==> src/include/csw_pkg.sv <==
// shared constants and types for the control/status write-protect block
`default_nettype none
package csw_pkg;

   // control byte layout, msb first
   typedef struct packed {
      logic delaySelHigh;   // reset-delay select, high bit (nonvolatile)
      logic flag2;          // monitor 2 status flag (volatile)
      logic flag3;          // monitor 3 status flag (volatile)
      logic lockHigh;       // lock select, high bit (nonvolatile)
      logic lockLow;        // lock select, low bit (nonvolatile)
      logic unlock;         // register write unlock (volatile)
      logic write_enable_latch;            // write enable latch (volatile)
      logic delaySelLow;    // reset-delay select, low bit (nonvolatile)
   } csw_ctrl_t;

   // bus byte codes
   localparam logic [7:0] WR_DEV_BYTE = 8'ha4;   // 1010010 + write
   localparam logic [7:0] RD_DEV_BYTE = 8'ha5;   // 1010010 + read
   localparam logic [7:0] CTRL_REG_ADDR = 8'hff;
   localparam logic [7:0] CMD_SET_WEL = 8'h02;
   localparam logic [7:0] CMD_SET_UNLOCK = 8'h06;
   localparam logic [7:0] CMD_CLR_WEL = 8'h00;

   // reset value: volatile bits clear, delay select 01, no lock
   localparam csw_ctrl_t CTRL_RESET = 8'h01;

   // lock region lower bounds
   localparam logic [7:0] LOCK_QUARTER_BASE = 8'hc0;
   localparam logic [7:0] LOCK_HALF_BASE = 8'h80;

   // timing
   localparam int CLK_PERIOD_NS = 10;
   localparam int NS_PER_MS = 1000000;
   localparam int CYCLES_PER_MS = (NS_PER_MS + CLK_PERIOD_NS - 1) / CLK_PERIOD_NS;
   localparam int NV_WRITE_MS = 5;
   localparam int HOLD_MS_00 = 50;
   localparam int HOLD_MS_01 = 100;
   localparam int HOLD_MS_10 = 200;
   localparam int HOLD_MS_11 = 300;
   localparam int MS_CNT_W = 9;

   // bus engine states
   typedef enum logic [2:0] {
      BUS_IDLE,
      BUS_RX,
      BUS_ACK,
      BUS_TX,
      BUS_TXACK,
      BUS_SKIP
   } csw_bus_t;

   // which byte of a frame is being received
   typedef enum logic [1:0] {
      PH_DEV,
      PH_REG,
      PH_DATA
   } csw_phase_t;

endpackage
`default_nettype wire

==> src/csw_control_status.sv <==
// control/status register, write protection and reset timing behind a two-wire serial bus
`timescale 1ns/1ps
`default_nettype none

module csw_control_status #(
   parameter int CYCLES_PER_MS = csw_pkg::CYCLES_PER_MS   // clock cycles in one millisecond tick
) (
   input wire logic clk,
   input wire logic reset_n,
   input wire logic sclIn,              // serial clock pin
   input wire logic sdaIn,              // serial data pin level
   output logic sdaOut,                 // serial data drive value (always low)
   output logic sdaOe,                  // high while pulling serial data low
   input wire logic writeProtect,       // write-protect pin
   input wire logic supplyBelow,        // supply comparator: below threshold
   input wire logic manualResetInput,   // manual reset pin
   input wire logic monitor2Above,      // monitor 2 comparator
   input wire logic monitor3Above,      // monitor 3 comparator
   input wire logic [7:0] memWriteAddr, // memory address of a pending write
   input wire logic memLockedAttempt,   // pulse: memory write hit locked region
   output logic supplyResetOutput,
   output logic monitor2Output,
   output logic monitor3Output,
   output logic potVolatileWriteOk,
   output logic potNonvolatileWriteOk,
   output logic memWriteOk,
   output logic nvBusy
);

   // refuse a timebase too short to make a tick
   if (CYCLES_PER_MS < 2) begin : gBadTick
      $error("CYCLES_PER_MS must be at least 2");
   end

   localparam int DIV_W = $clog2(CYCLES_PER_MS);
   localparam logic [DIV_W-1:0] DIV_LAST = DIV_W'(CYCLES_PER_MS - 1);

   // reset hold time in ms for a delay-select pair
   function automatic logic [csw_pkg::MS_CNT_W-1:0] holdMs(input logic [1:0] sel);
      case (sel)
         2'b00: holdMs = csw_pkg::MS_CNT_W'(csw_pkg::HOLD_MS_00);
         2'b01: holdMs = csw_pkg::MS_CNT_W'(csw_pkg::HOLD_MS_01);
         2'b10: holdMs = csw_pkg::MS_CNT_W'(csw_pkg::HOLD_MS_10);
         default: holdMs = csw_pkg::MS_CNT_W'(csw_pkg::HOLD_MS_11);
      endcase
   endfunction

   ////////////////////////////////////////////////////////////////////////////
   // input synchronisers
   ////////////////////////////////////////////////////////////////////////////

   logic [6:0] rawIn;     // pins gathered
   logic [6:0] meta_ff;   // first stage, read only by second stage
   logic [6:0] sync_ff;   // second stage, safe to use
   logic [3:0] prev_ff;   // previous scl, sda, m2, m3 for edge finding

   assign rawIn = {sclIn, sdaIn, writeProtect, supplyBelow, manualResetInput, monitor2Above, monitor3Above};

   // two flops per pin; prev copies only the second stage
   always_ff @(posedge clk) begin
      if (!reset_n) begin
         // clock and data start at their idle high level so leaving reset makes no false edge
         meta_ff <= 7'h60;
         sync_ff <= 7'h60;
         prev_ff <= 4'hc;
      end else begin
         meta_ff <= rawIn;
         sync_ff <= meta_ff;
         prev_ff <= {sync_ff[6], sync_ff[5], sync_ff[1], sync_ff[0]};
      end
   end

   logic scl, sda, wp, supLow, mrPin, mon2, mon3;
   assign {scl, sda, wp, supLow, mrPin, mon2, mon3} = sync_ff;

   logic sclRise, sclFall, startCond, stopCond, mon2Rise, mon3Rise;
   assign sclRise = scl & ~prev_ff[3];
   assign sclFall = ~scl & prev_ff[3];
   assign startCond = scl & prev_ff[3] & ~sda & prev_ff[2];   // data falls, clock high
   assign stopCond = scl & prev_ff[3] & sda & ~prev_ff[2];    // data rises, clock high
   assign mon2Rise = mon2 & ~prev_ff[1];
   assign mon3Rise = mon3 & ~prev_ff[0];

   ////////////////////////////////////////////////////////////////////////////
   // millisecond timebase
   ////////////////////////////////////////////////////////////////////////////

   logic [DIV_W-1:0] div_ff, nxt_div;
   logic msTick;

   // one-cycle enable every millisecond
   always_comb begin
      msTick = (div_ff == DIV_LAST);
      nxt_div = msTick ? '0 : div_ff + DIV_W'(1);
   end

   always_ff @(posedge clk) begin
      if (!reset_n) begin
         div_ff <= '0;
      end else begin
         div_ff <= nxt_div;
      end
   end

   ////////////////////////////////////////////////////////////////////////////
   // bus engine and control register
   ////////////////////////////////////////////////////////////////////////////

   csw_pkg::csw_bus_t state_ff, nxt_state;       // bit-level engine
   csw_pkg::csw_phase_t phase_ff, nxt_phase;     // byte within frame
   logic [7:0] shift_ff, nxt_shift;              // receive / transmit shifter
   logic [3:0] bitCnt_ff, nxt_bitCnt;            // bits moved in this byte
   logic goTx_ff, nxt_goTx;                      // after ack slot, transmit
   logic oe_ff, nxt_oe;                          // data line pull-down
   logic dataSeen_ff, nxt_dataSeen;              // one data byte already taken
   logic pending_ff, nxt_pending;                // a byte waits for STOP
   logic [7:0] data_ff, nxt_data;                // the waiting byte
   csw_pkg::csw_ctrl_t ctrl_ff, nxt_ctrl;        // the control register
   logic [2:0] nvMs_ff, nxt_nvMs;                // ms left in nonvolatile store
   logic [3:0] nvStage_ff, nxt_nvStage;          // lock and delay bits being stored

   logic welOk;        // byte may be acked under the enable latch
   logic [7:0] wrByte;

   // combinational next state for the bus and the register
   always_comb begin
      nxt_state = state_ff;
      nxt_phase = phase_ff;
      nxt_shift = shift_ff;
      nxt_bitCnt = bitCnt_ff;
      nxt_goTx = goTx_ff;
      nxt_oe = oe_ff;
      nxt_dataSeen = dataSeen_ff;
      nxt_pending = pending_ff;
      nxt_data = data_ff;
      nxt_ctrl = ctrl_ff;
      nxt_nvMs = nvMs_ff;
      nxt_nvStage = nvStage_ff;
      wrByte = data_ff;
      // 02h and 00h are the only bytes a cleared latch may take
      welOk = ctrl_ff.write_enable_latch | (shift_ff == csw_pkg::CMD_SET_WEL) | (shift_ff == csw_pkg::CMD_CLR_WEL);

      // nonvolatile store runs on the ms tick
      if (nvMs_ff != 3'h0 && msTick) begin
         nxt_nvMs = nvMs_ff - 3'h1;
         if (nvMs_ff == 3'h1) begin
            {nxt_ctrl.delaySelHigh, nxt_ctrl.lockHigh, nxt_ctrl.lockLow, nxt_ctrl.delaySelLow} = nvStage_ff;
            nxt_ctrl.unlock = 1'b0;
         end
      end

      if (startCond) begin
         // start or repeated start: any half-built write is dropped
         nxt_state = csw_pkg::BUS_RX;
         nxt_phase = csw_pkg::PH_DEV;
         nxt_bitCnt = 4'h0;
         nxt_goTx = 1'b0;
         nxt_oe = 1'b0;
         nxt_dataSeen = 1'b0;
         nxt_pending = 1'b0;
      end else if (stopCond) begin
         nxt_state = csw_pkg::BUS_IDLE;
         nxt_oe = 1'b0;
         nxt_pending = 1'b0;
         // commit only when the stop's own clock rise is the one clock seen after the data ack
         if (pending_ff && state_ff == csw_pkg::BUS_RX && bitCnt_ff == 4'h1) begin
            if (ctrl_ff.unlock && !wrByte[2]) begin
               // third step: nonvolatile store
               nxt_ctrl.write_enable_latch = wrByte[1];
               if (!wp) begin
                  nxt_ctrl.flag2 = wrByte[6] & mon2;
                  nxt_ctrl.flag3 = wrByte[5] & mon3;
                  nxt_nvStage = {wrByte[7], wrByte[4], wrByte[3], wrByte[0]};
                  nxt_nvMs = 3'(csw_pkg::NV_WRITE_MS);
               end
            end else if (ctrl_ff.unlock) begin
               // bit 2 set in third step: only the latches move
               nxt_ctrl.unlock = 1'b1;
               nxt_ctrl.write_enable_latch = wrByte[1];
            end else if (wrByte == csw_pkg::CMD_SET_UNLOCK) begin
               if (!wp) begin
                  nxt_ctrl.unlock = 1'b1;
               end
               nxt_ctrl.write_enable_latch = 1'b1;
            end else if (wrByte == csw_pkg::CMD_SET_WEL) begin
               nxt_ctrl.write_enable_latch = 1'b1;
            end else if (wrByte == csw_pkg::CMD_CLR_WEL) begin
               nxt_ctrl.write_enable_latch = 1'b0;
            end
         end
      end else begin
         case (state_ff)
            csw_pkg::BUS_IDLE: begin
               nxt_oe = 1'b0;   // ignore everything until a start
            end
            csw_pkg::BUS_RX: begin
               if (sclRise && bitCnt_ff != 4'h8) begin
                  nxt_shift = {shift_ff[6:0], sda};
                  nxt_bitCnt = bitCnt_ff + 4'h1;
               end else if (sclFall && bitCnt_ff != 4'h8) begin
                  // a whole clock pulse after the data ack spoils the commit
                  nxt_pending = 1'b0;
               end else if (sclFall && bitCnt_ff == 4'h8) begin
                  nxt_state = csw_pkg::BUS_SKIP;   // default: no ack
                  case (phase_ff)
                     csw_pkg::PH_DEV: begin
                        // no ack while the store is busy
                        if (shift_ff == csw_pkg::WR_DEV_BYTE && nvMs_ff == 3'h0) begin
                           nxt_state = csw_pkg::BUS_ACK;
                           nxt_phase = csw_pkg::PH_REG;
                        end else if (shift_ff == csw_pkg::RD_DEV_BYTE && nvMs_ff == 3'h0) begin
                           nxt_state = csw_pkg::BUS_ACK;
                           nxt_goTx = 1'b1;
                        end
                     end
                     csw_pkg::PH_REG: begin
                        if (shift_ff == csw_pkg::CTRL_REG_ADDR) begin
                           nxt_state = csw_pkg::BUS_ACK;
                           nxt_phase = csw_pkg::PH_DATA;
                        end
                     end
                     csw_pkg::PH_DATA: begin
                        if (!dataSeen_ff && welOk) begin
                           nxt_state = csw_pkg::BUS_ACK;
                           nxt_pending = 1'b1;
                           nxt_data = shift_ff;
                           nxt_dataSeen = 1'b1;
                        end else begin
                           nxt_pending = 1'b0;
                        end
                     end
                     default: begin
                        nxt_state = csw_pkg::BUS_SKIP;
                     end
                  endcase
                  nxt_oe = (nxt_state == csw_pkg::BUS_ACK);
               end
            end
            csw_pkg::BUS_ACK: begin
               // ack held through one clock pulse, released on its fall
               if (sclFall) begin
                  nxt_bitCnt = 4'h0;
                  if (goTx_ff) begin
                     // read returns the register untouched by the read itself
                     nxt_state = csw_pkg::BUS_TX;
                     nxt_shift = ctrl_ff;
                     nxt_oe = ~ctrl_ff[7];
                     nxt_bitCnt = 4'h1;
                  end else begin
                     nxt_state = csw_pkg::BUS_RX;
                     nxt_oe = 1'b0;
                  end
               end
            end
            csw_pkg::BUS_TX: begin
               if (sclFall) begin
                  if (bitCnt_ff == 4'h8) begin
                     nxt_state = csw_pkg::BUS_TXACK;
                     nxt_oe = 1'b0;
                  end else begin
                     nxt_oe = ~shift_ff[3'(4'h7 - bitCnt_ff)];
                     nxt_bitCnt = bitCnt_ff + 4'h1;
                  end
               end
            end
            csw_pkg::BUS_TXACK: begin
               // one byte only, then back to idle whatever the master answers
               if (sclFall) begin
                  nxt_state = csw_pkg::BUS_IDLE;
                  nxt_goTx = 1'b0;
               end
            end
            csw_pkg::BUS_SKIP: begin
               nxt_oe = 1'b0;
               nxt_pending = 1'b0;
            end
            default: begin
               nxt_state = csw_pkg::BUS_IDLE;
               nxt_oe = 1'b0;
            end
         endcase
      end

      // locked-region memory attempt drops the unlock
      if (memLockedAttempt) begin
         nxt_ctrl.unlock = 1'b0;
      end

      // monitor low or rising clears its flag; the clear wins over a same-cycle write set
      if (!mon2 || mon2Rise) begin
         nxt_ctrl.flag2 = 1'b0;
      end
      if (!mon3 || mon3Rise) begin
         nxt_ctrl.flag3 = 1'b0;
      end
   end

   // register the bus and control state
   always_ff @(posedge clk) begin
      if (!reset_n) begin
         state_ff <= csw_pkg::BUS_IDLE;
         phase_ff <= csw_pkg::PH_DEV;
         shift_ff <= 8'h00;
         bitCnt_ff <= 4'h0;
         goTx_ff <= 1'b0;
         oe_ff <= 1'b0;
         dataSeen_ff <= 1'b0;
         pending_ff <= 1'b0;
         data_ff <= 8'h00;
         ctrl_ff <= csw_pkg::CTRL_RESET;
         nvMs_ff <= 3'h0;
         nvStage_ff <= 4'h0;
      end else begin
         state_ff <= nxt_state;
         phase_ff <= nxt_phase;
         shift_ff <= nxt_shift;
         bitCnt_ff <= nxt_bitCnt;
         goTx_ff <= nxt_goTx;
         oe_ff <= nxt_oe;
         dataSeen_ff <= nxt_dataSeen;
         pending_ff <= nxt_pending;
         data_ff <= nxt_data;
         ctrl_ff <= nxt_ctrl;
         nvMs_ff <= nxt_nvMs;
         nvStage_ff <= nxt_nvStage;
      end
   end

   ////////////////////////////////////////////////////////////////////////////
   // supply reset timing
   ////////////////////////////////////////////////////////////////////////////

   logic [csw_pkg::MS_CNT_W-1:0] hold_ff, nxt_hold;   // ms left of reset hold
   logic mrDeb_ff, nxt_mrDeb;                         // manual reset, debounced on ms tick
   logic supRst_ff, nxt_supRst;
   logic mon2_ff, mon3_ff;

   // the manual pin only moves once per ms, so contact bounce is filtered out
   always_comb begin
      nxt_mrDeb = msTick ? mrPin : mrDeb_ff;
      if (supLow || mrDeb_ff) begin
         nxt_hold = holdMs({ctrl_ff.delaySelHigh, ctrl_ff.delaySelLow});
      end else if (msTick && hold_ff != '0) begin
         nxt_hold = hold_ff - csw_pkg::MS_CNT_W'(1);
      end else begin
         nxt_hold = hold_ff;
      end
      nxt_supRst = supLow | mrDeb_ff | (hold_ff != '0);
   end

   // output held high from reset until the hold time has run out
   always_ff @(posedge clk) begin
      if (!reset_n) begin
         hold_ff <= csw_pkg::MS_CNT_W'(csw_pkg::HOLD_MS_01);
         mrDeb_ff <= 1'b0;
         supRst_ff <= 1'b1;
         mon2_ff <= 1'b0;
         mon3_ff <= 1'b0;
      end else begin
         hold_ff <= nxt_hold;
         mrDeb_ff <= nxt_mrDeb;
         supRst_ff <= nxt_supRst;
         mon2_ff <= mon2;
         mon3_ff <= mon3;
      end
   end

   ////////////////////////////////////////////////////////////////////////////
   // outputs and write permissions
   ////////////////////////////////////////////////////////////////////////////

   logic lockAny;
   logic memLocked;
   assign lockAny = ctrl_ff.lockHigh | ctrl_ff.lockLow;

   // region map of the lock selects
   always_comb begin
      case ({ctrl_ff.lockHigh, ctrl_ff.lockLow})
         2'b00: memLocked = 1'b0;
         2'b01: memLocked = (memWriteAddr >= csw_pkg::LOCK_QUARTER_BASE);
         2'b10: memLocked = (memWriteAddr >= csw_pkg::LOCK_HALF_BASE);
         default: memLocked = 1'b1;
      endcase
   end

   assign sdaOut = 1'b0;
   assign sdaOe = oe_ff;
   assign supplyResetOutput = supRst_ff;
   assign monitor2Output = mon2_ff;
   assign monitor3Output = mon3_ff;
   assign nvBusy = (nvMs_ff != 3'h0);
   assign potVolatileWriteOk = ctrl_ff.write_enable_latch & ~lockAny;
   assign potNonvolatileWriteOk = ctrl_ff.write_enable_latch & ~lockAny & ~wp;
   assign memWriteOk = ctrl_ff.write_enable_latch & ~wp & ~memLocked;

endmodule // csw_control_status
`default_nettype wire

==> config.mk <==
export PLATFORM = sky130hd
export DESIGN_NAME = csw_control_status
export DESIGN_NICKNAME = d
export VERILOG_FILES = /design/src/include/csw_pkg.sv /design/src/csw_control_status.sv
export SDC_FILE = /design/constraint.sdc
export NUM_CORES = 1
export LEC_CHECK = 0
export BUFFER_PORTS_ARGS = -buffer_cell sky130_fd_sc_hd__buf_2
export CAP_MARGIN = 20
export CORE_MARGIN = 1.5
export CORE_UTILIZATION = 30
export DETAILED_ROUTE_END_ITERATION = 6
export GPL_TIMING_DRIVEN = 1
export PLACE_DENSITY_LB_ADDON = 0.05
export SYNTH_ARGS = -nofsm -noshare
export SYNTH_HDL_FRONTEND = slang
export SYNTH_SLANG_ARGS = --single-unit
==> constraint.sdc <==
create_clock -name clk -period 5.1 [get_ports clk]
set_input_delay 0.255 -clock clk [delete_from_list [all_inputs] [get_ports clk]]
set_output_delay 0.255 -clock clk [all_outputs]
set_load 0.02 [all_outputs]
==> Word-level counts from Yosys, hierarchy flattened <==
Index checks and enable logic that the tools add are counted.
W data, S select, Z words.
{ "word_totals": {"ff_bits": 92, "in_bits": 18, "wordCells": 259} }
{ "classes": {"addsub": 5, "magnitude_cmp": 3, "n_eq_ne": 48, "n_mux": 82, "bitwise": 38, "reduce_logical": 54} }
{ "ops": {"columns": ["op", "count"], "rows": [
  ["$mux W3", 23],
  ["$mux W1", 32],
  ["$reduce_and A8 Y1", 4],
  ["$ne A4 B4 Y1 const B", 7],
  ["$pmux W9 S3", 1],
  ["$eq A8 B8 Y1 const B", 3],
  ["$mux W8", 3],
  ["$ne A2 B2 Y1 const B", 11],
  ["$mux W9", 2],
  ["$not A1 Y1", 18],
  ["$reduce_and A6 Y1", 3],
  ["$add A17 B1 Y17 const B", 1],
  ["$eq A17 B17 Y1 const B", 1],
  ["$eq A8 B2 Y1 const B", 2],
  ["$ge A8 B8 Y1 const B", 2],
  ["$logic_not A8 Y1", 2],
  ["$mux W4", 4],
  ["$pmux W8 S2", 1],
  ["$and A1 B1 Y1", 15],
  ["$pmux W3 S5", 1],
  ["$mux W2", 7],
  ["$pmux W4 S3", 1],
  ["$reduce_or A2 Y1", 6],
  ["$logic_and A1 B1 Y1", 11],
  ["other kinds (37)", 69]
]} }

==> Longest topological paths before layout <==
{ "depth": {"ltp_word": 18, "ltp_mapped": 8} }

==> Worst setup path before layout <==
No wires, ideal clock.
{ "synth_timing": {"path_type": "register to register", "start": "reg bitCnt_ff[0]", "end": "reg bitCnt_ff[3]", "setup_ns": 0.071, "arrival_time_ns": 1.893, "required_ns": 5.029, "slack_ns": 3.135, "stages_incl_launch_ff": 8, "synth_period_minus_slack_ns": 1.965, "cell_sequence": "dfxtp_1 -> inv_1 -> ha_1 -> nand3b_1 -> o211ai_1 -> a211o_1 -> or4_1 -> a21oi_1"} }
{ "synth_between": {"elab_chain_cells": 4} }
{ "synth_rtl": {"columns": ["element", "line", "text"], "rows": [
  ["from (decl)", "csw_control_status.sv:112", "logic [3:0] bitCnt_ff, nxt_bitCnt;"],
  ["from (signal assigned)", "csw_control_status.sv:317", "bitCnt_ff <= nxt_bitCnt;"],
  ["$add A4 B1 Y4 / $ne A4 B4 Y1 (equally long branches)", "csw_control_status.sv:199, csw_control_status.sv:262, csw_control_status.sv:197", null],
  ["$mux W4 / $logic_and A1 B1 Y1 (equally long branches)", "csw_control_status.sv:257, csw_control_status.sv:197", null],
  ["$mux W4 / $ne A2 B1 Y1 (equally long branches)", null, null],
  ["$pmux W4 S3 / $reduce_and A6 Y1 (equally long branches)", null, null]
]} }
Several ways; a longest one is shown, not always the timed one. The select of a mux whose other input is x is not followed.
A chain may end at the register's enable or synchronous reset.

==> Worst setup path after layout <==
{ "layout_timing": {"start": "reg state_ff[1]", "end": "reg shift_ff[5]"} }
{ "layout_between": {"elab_chain_cells": 3} }
{ "layout_rtl": {"columns": ["element", "line", "text"], "rows": [
  ["from (decl)", "csw_control_status.sv:109", "csw_pkg::csw_bus_t state_ff, nxt_state;"],
  ["from (signal assigned)", "csw_control_status.sv:301", "state_ff <= csw_pkg::BUS_IDLE;"],
  ["from (signal assigned)", "csw_control_status.sv:314", "state_ff <= nxt_state;"],
  ["$eq A3 B1 Y1 / $eq A3 B2 Y1 (equally long branches)", "csw_control_status.sv:192", "case (state_ff)"],
  ["$ne A2 B1 Y1 (no line), or another cell as far along", null, null],
  ["$reduce_and A6 Y1 (no line)", null, null],
  ["to (signal assigned)", "csw_control_status.sv:316", "shift_ff <= nxt_shift;"],
  ["to (decl)", "csw_control_status.sv:111", "logic [7:0] shift_ff, nxt_shift;"]
]} }
Several ways; a longest one is shown, not always the timed one.

==> results.sh <==
export IMPL_ir_drop_v=0.000128
export IMPL_clk_pin_slew_worst_paths_ps=70
export IMPL_diodes=0
export IMPL_dp_hpwl_um=6700
export IMPL_worstSetupStartpointType="flop"
export IMPL_finalClockSkew_ps=11.6
export IMPL_gr_max_usage_layer="met2"
export IMPL_fmax_ghz=0.369
export IMPL_path_class="flop to flop"
export IMPL_tightest_slew_ps=898
export IMPL_synthesis_nets=510
export IMPL_fp_dieW_um=123
export IMPL_fp_dieH_um=123
export IMPL_clk_latency_ps=350
export IMPL_grt_overflow_total=0
export IMPL_synthSimpleGateAreaFrac=0.283
export IMPL_grt_antenna_before_repair=0
export IMPL_routabilityCongestion=0.818
export IMPL_io_pins=27
export IMPL_drt_drc_violations_left=0
export IMPL_nets=524
export IMPL_clock_path_buffers=2
export IMPL_synth_edf_count=0
export IMPL_cts_root_buffer="clkbuf_16"
export IMPL_io_buffers=19
export IMPL_synthXorXnorAreaFrac=0.0386
export IMPL_dieArea_sq_mm=0.0151
export IMPL_core_area_sq_mm=0.0139
export IMPL_synth_top_family_by_area="simple AND/OR/NAND/NOR gates"
export IMPL_max_slew_margin=0.401
export IMPL_multi_input_area_sq_mm=0.00232
export IMPL_post_route_min_period_ps=2710
export IMPL_grt_pass1_wl_um=16200
export IMPL_rows=43
export IMPL_grt_pass1_vias=3228
export IMPL_num_vias=3328
export IMPL_area_growth_pct=12.9
export IMPL_wirelength_um=9600
export IMPL_regArea_sq_mm=0.00180
export IMPL_synth_mux_area_fraction=0.0593
export IMPL_fin_tns_setup_ps=0
export IMPL_setup_viol=0
export IMPL_drive_above_1_share=0.122
export IMPL_drv_slew=0
export IMPL_ctsResizeCount=0
export IMPL_dr_pass1_iters=4
export IMPL_grt_setup_unrepaired="false"
export IMPL_drt_iter0_drc=162
export IMPL_crit_fanout=17
export IMPL_grt_max_degree=35
export IMPL_synth_area_per_cell_sq_um=8.99
export IMPL_cp_arrival_ps=2980
export IMPL_met2_usage=0.213
export IMPL_synthesis_area_sq_mm=0.00431
export IMPL_yosysWarnings=0
export IMPL_grt_util_met3=0.0251
export IMPL_met1_usage=0.188
export IMPL_required_ps=5370
export IMPL_maxCapViolCount=0
export IMPL_via_per_inst=4.91
export IMPL_post_cts_buffers=0
export IMPL_hold_viol_final=0
export IMPL_ctsHoldBuffers=0
export IMPL_ant_nets=0
export IMPL_ys_seq_area_frac=0.418
export IMPL_synth_compound_area_frac=0.119
export IMPL_htree_levels=3
export IMPL_cts_tree="yes"
export IMPL_ys_seq_elements=90
export IMPL_fin_crit_sh=0.532
export IMPL_yosys_most_used_dff="dfxtp_1"
export IMPL_syn_inst=479
export IMPL_yosysUniqueCellTypes=71
export IMPL_avgRoutedWirePerCell_um=14.2
export IMPL_grtUsageTotal=0.138
export IMPL_status="completed"
export IMPL_power_density_mw_per_mm2=310
export IMPL_cts_made_buffers=9
export IMPL_hp_class="primary input to flop"
export IMPL_initial_core_util=0.309
export IMPL_clkSinkCount=90
export IMPL_total_power_mw=1.50
export IMPL_ys_async_sr_fraction=0
export IMPL_synth_fa_ha_area_frac=0.0378
export IMPL_fill_cells=1451
export IMPL_end_kind="flop"
export IMPL_power_leakage_nw=1.63
where the power goes:
group | internal [mW] | total [mW] | leakage (nW) | switching (mW)
clock | 0.444 | 0.736 | 0.155 | 0.293
sequential | 0.713 | 0.722 | 0.730 | 0.00899
combinational | 0.0186 | 0.0466 | 0.744 | 0.0281
stage by stage:
step	hold slack [ps]	std cells	instance area (sq um)	setup slack [ps]	utilization
global route	96.7	678	4860	1980	0.349
finish	95.4	678	4860	2390	0.349
CTS	90.2	678	4860	2330	0.349
detailed placement	412	662	4530	2340	0.325
floorplan	356	479	4310	3140	-
global placement	411	662	4530	2390	0.325
Yosys cell counts, types with 11 or more instances:
library cell,n,area share
dfxtp_1,90,0.42
nor2_1,61,0.053
nand2_1,37,0.032
a21oi_1,25,0.029
mux2i_1,21,0.049
inv_1,20,0.017
xnor2_1,16,0.033
nor3_1,15,0.017
and2_1,14,0.020
ha_1,13,0.038
o21ai_0,13,0.015
nand3_1,11,0.013
flip-flops by register name, summed over array words and instances (netlist names):
name               count
ctrl_ff                8
pending_ff             1
hold_ff                9
meta_ff                7
bitCnt_ff              4
data_ff                8
sdaOe                  1
prev_ff                4
nvMs_ff                3
shift_ff               8
dataSeen_ff            1
sync_ff                7
state_ff               3
supplyResetOutput      1
phase_ff               2
nvStage_ff             4
mrDeb_ff               1
div_ff                17
goTx_ff                1
kinds of logic (layout without fill, tap and decap cells):
group / after synthesis / after routing
compound gates: 79 / 79
xor+xnor: 19 / 19
fa+ha+maj: 13 / 13
buf+inv: 39 / 58
flops: 90 / 90
mux: 24 / 24
other cells: 1 / 1
simple gates: 214 / 214
worst max-delay path, stage by stage, from the launching register on:
cell	delay [ps]
dfxtp_1	580
nor3b_4	830
nand2_1	270
o21ai_2	630
nor2_1	90
a211oi_1	220
cell usage in the layout, fill, tap and decap left out, types with 14 or more instances in the layout:
cell     Yosys  layout
xnor2_1     16      16
inv_1       20      20
nor2_1      61      61
and2_1      14      14
dfxtp_1     90      90
nor3_1      15      15
buf_2        4      19
a21oi_1     25      25
nand2_1     37      37
mux2i_1     21      21
path summary, 6_finish.rpt:
path	start	endpoint	slack [ps]	cells after the start
setup / recovery	state_ff[1]	shift_ff[5]	2390	5
hold reg to reg	meta_ff[6]	sync_ff[6]	400	1
hold / removal	sdaIn	meta_ff[5]	100	2
setup reg to reg	state_ff[1]	shift_ff[5]	2390	5
layout make-up:
| class | count | share of cell area |
|---|---|---|
| multi-input combinational | 350 | 0.477 |
| sequential | 90 | 0.371 |
| clock buffer | 10 | 0.0492 |
| tap | 180 | 0.0463 |
| timing repair buffer | 21 | 0.0226 |
| clock inverter | 6 | 0.0183 |
| inverter | 21 | 0.0162 |
routing by layer:
layer  wire, um  vias up
li1           -     1723
met1       4980     1556
met2       4230       36
met3        208       13
met4        186        0
met5          0        -
Note: power is estimated with default switching activity, not from simulation.
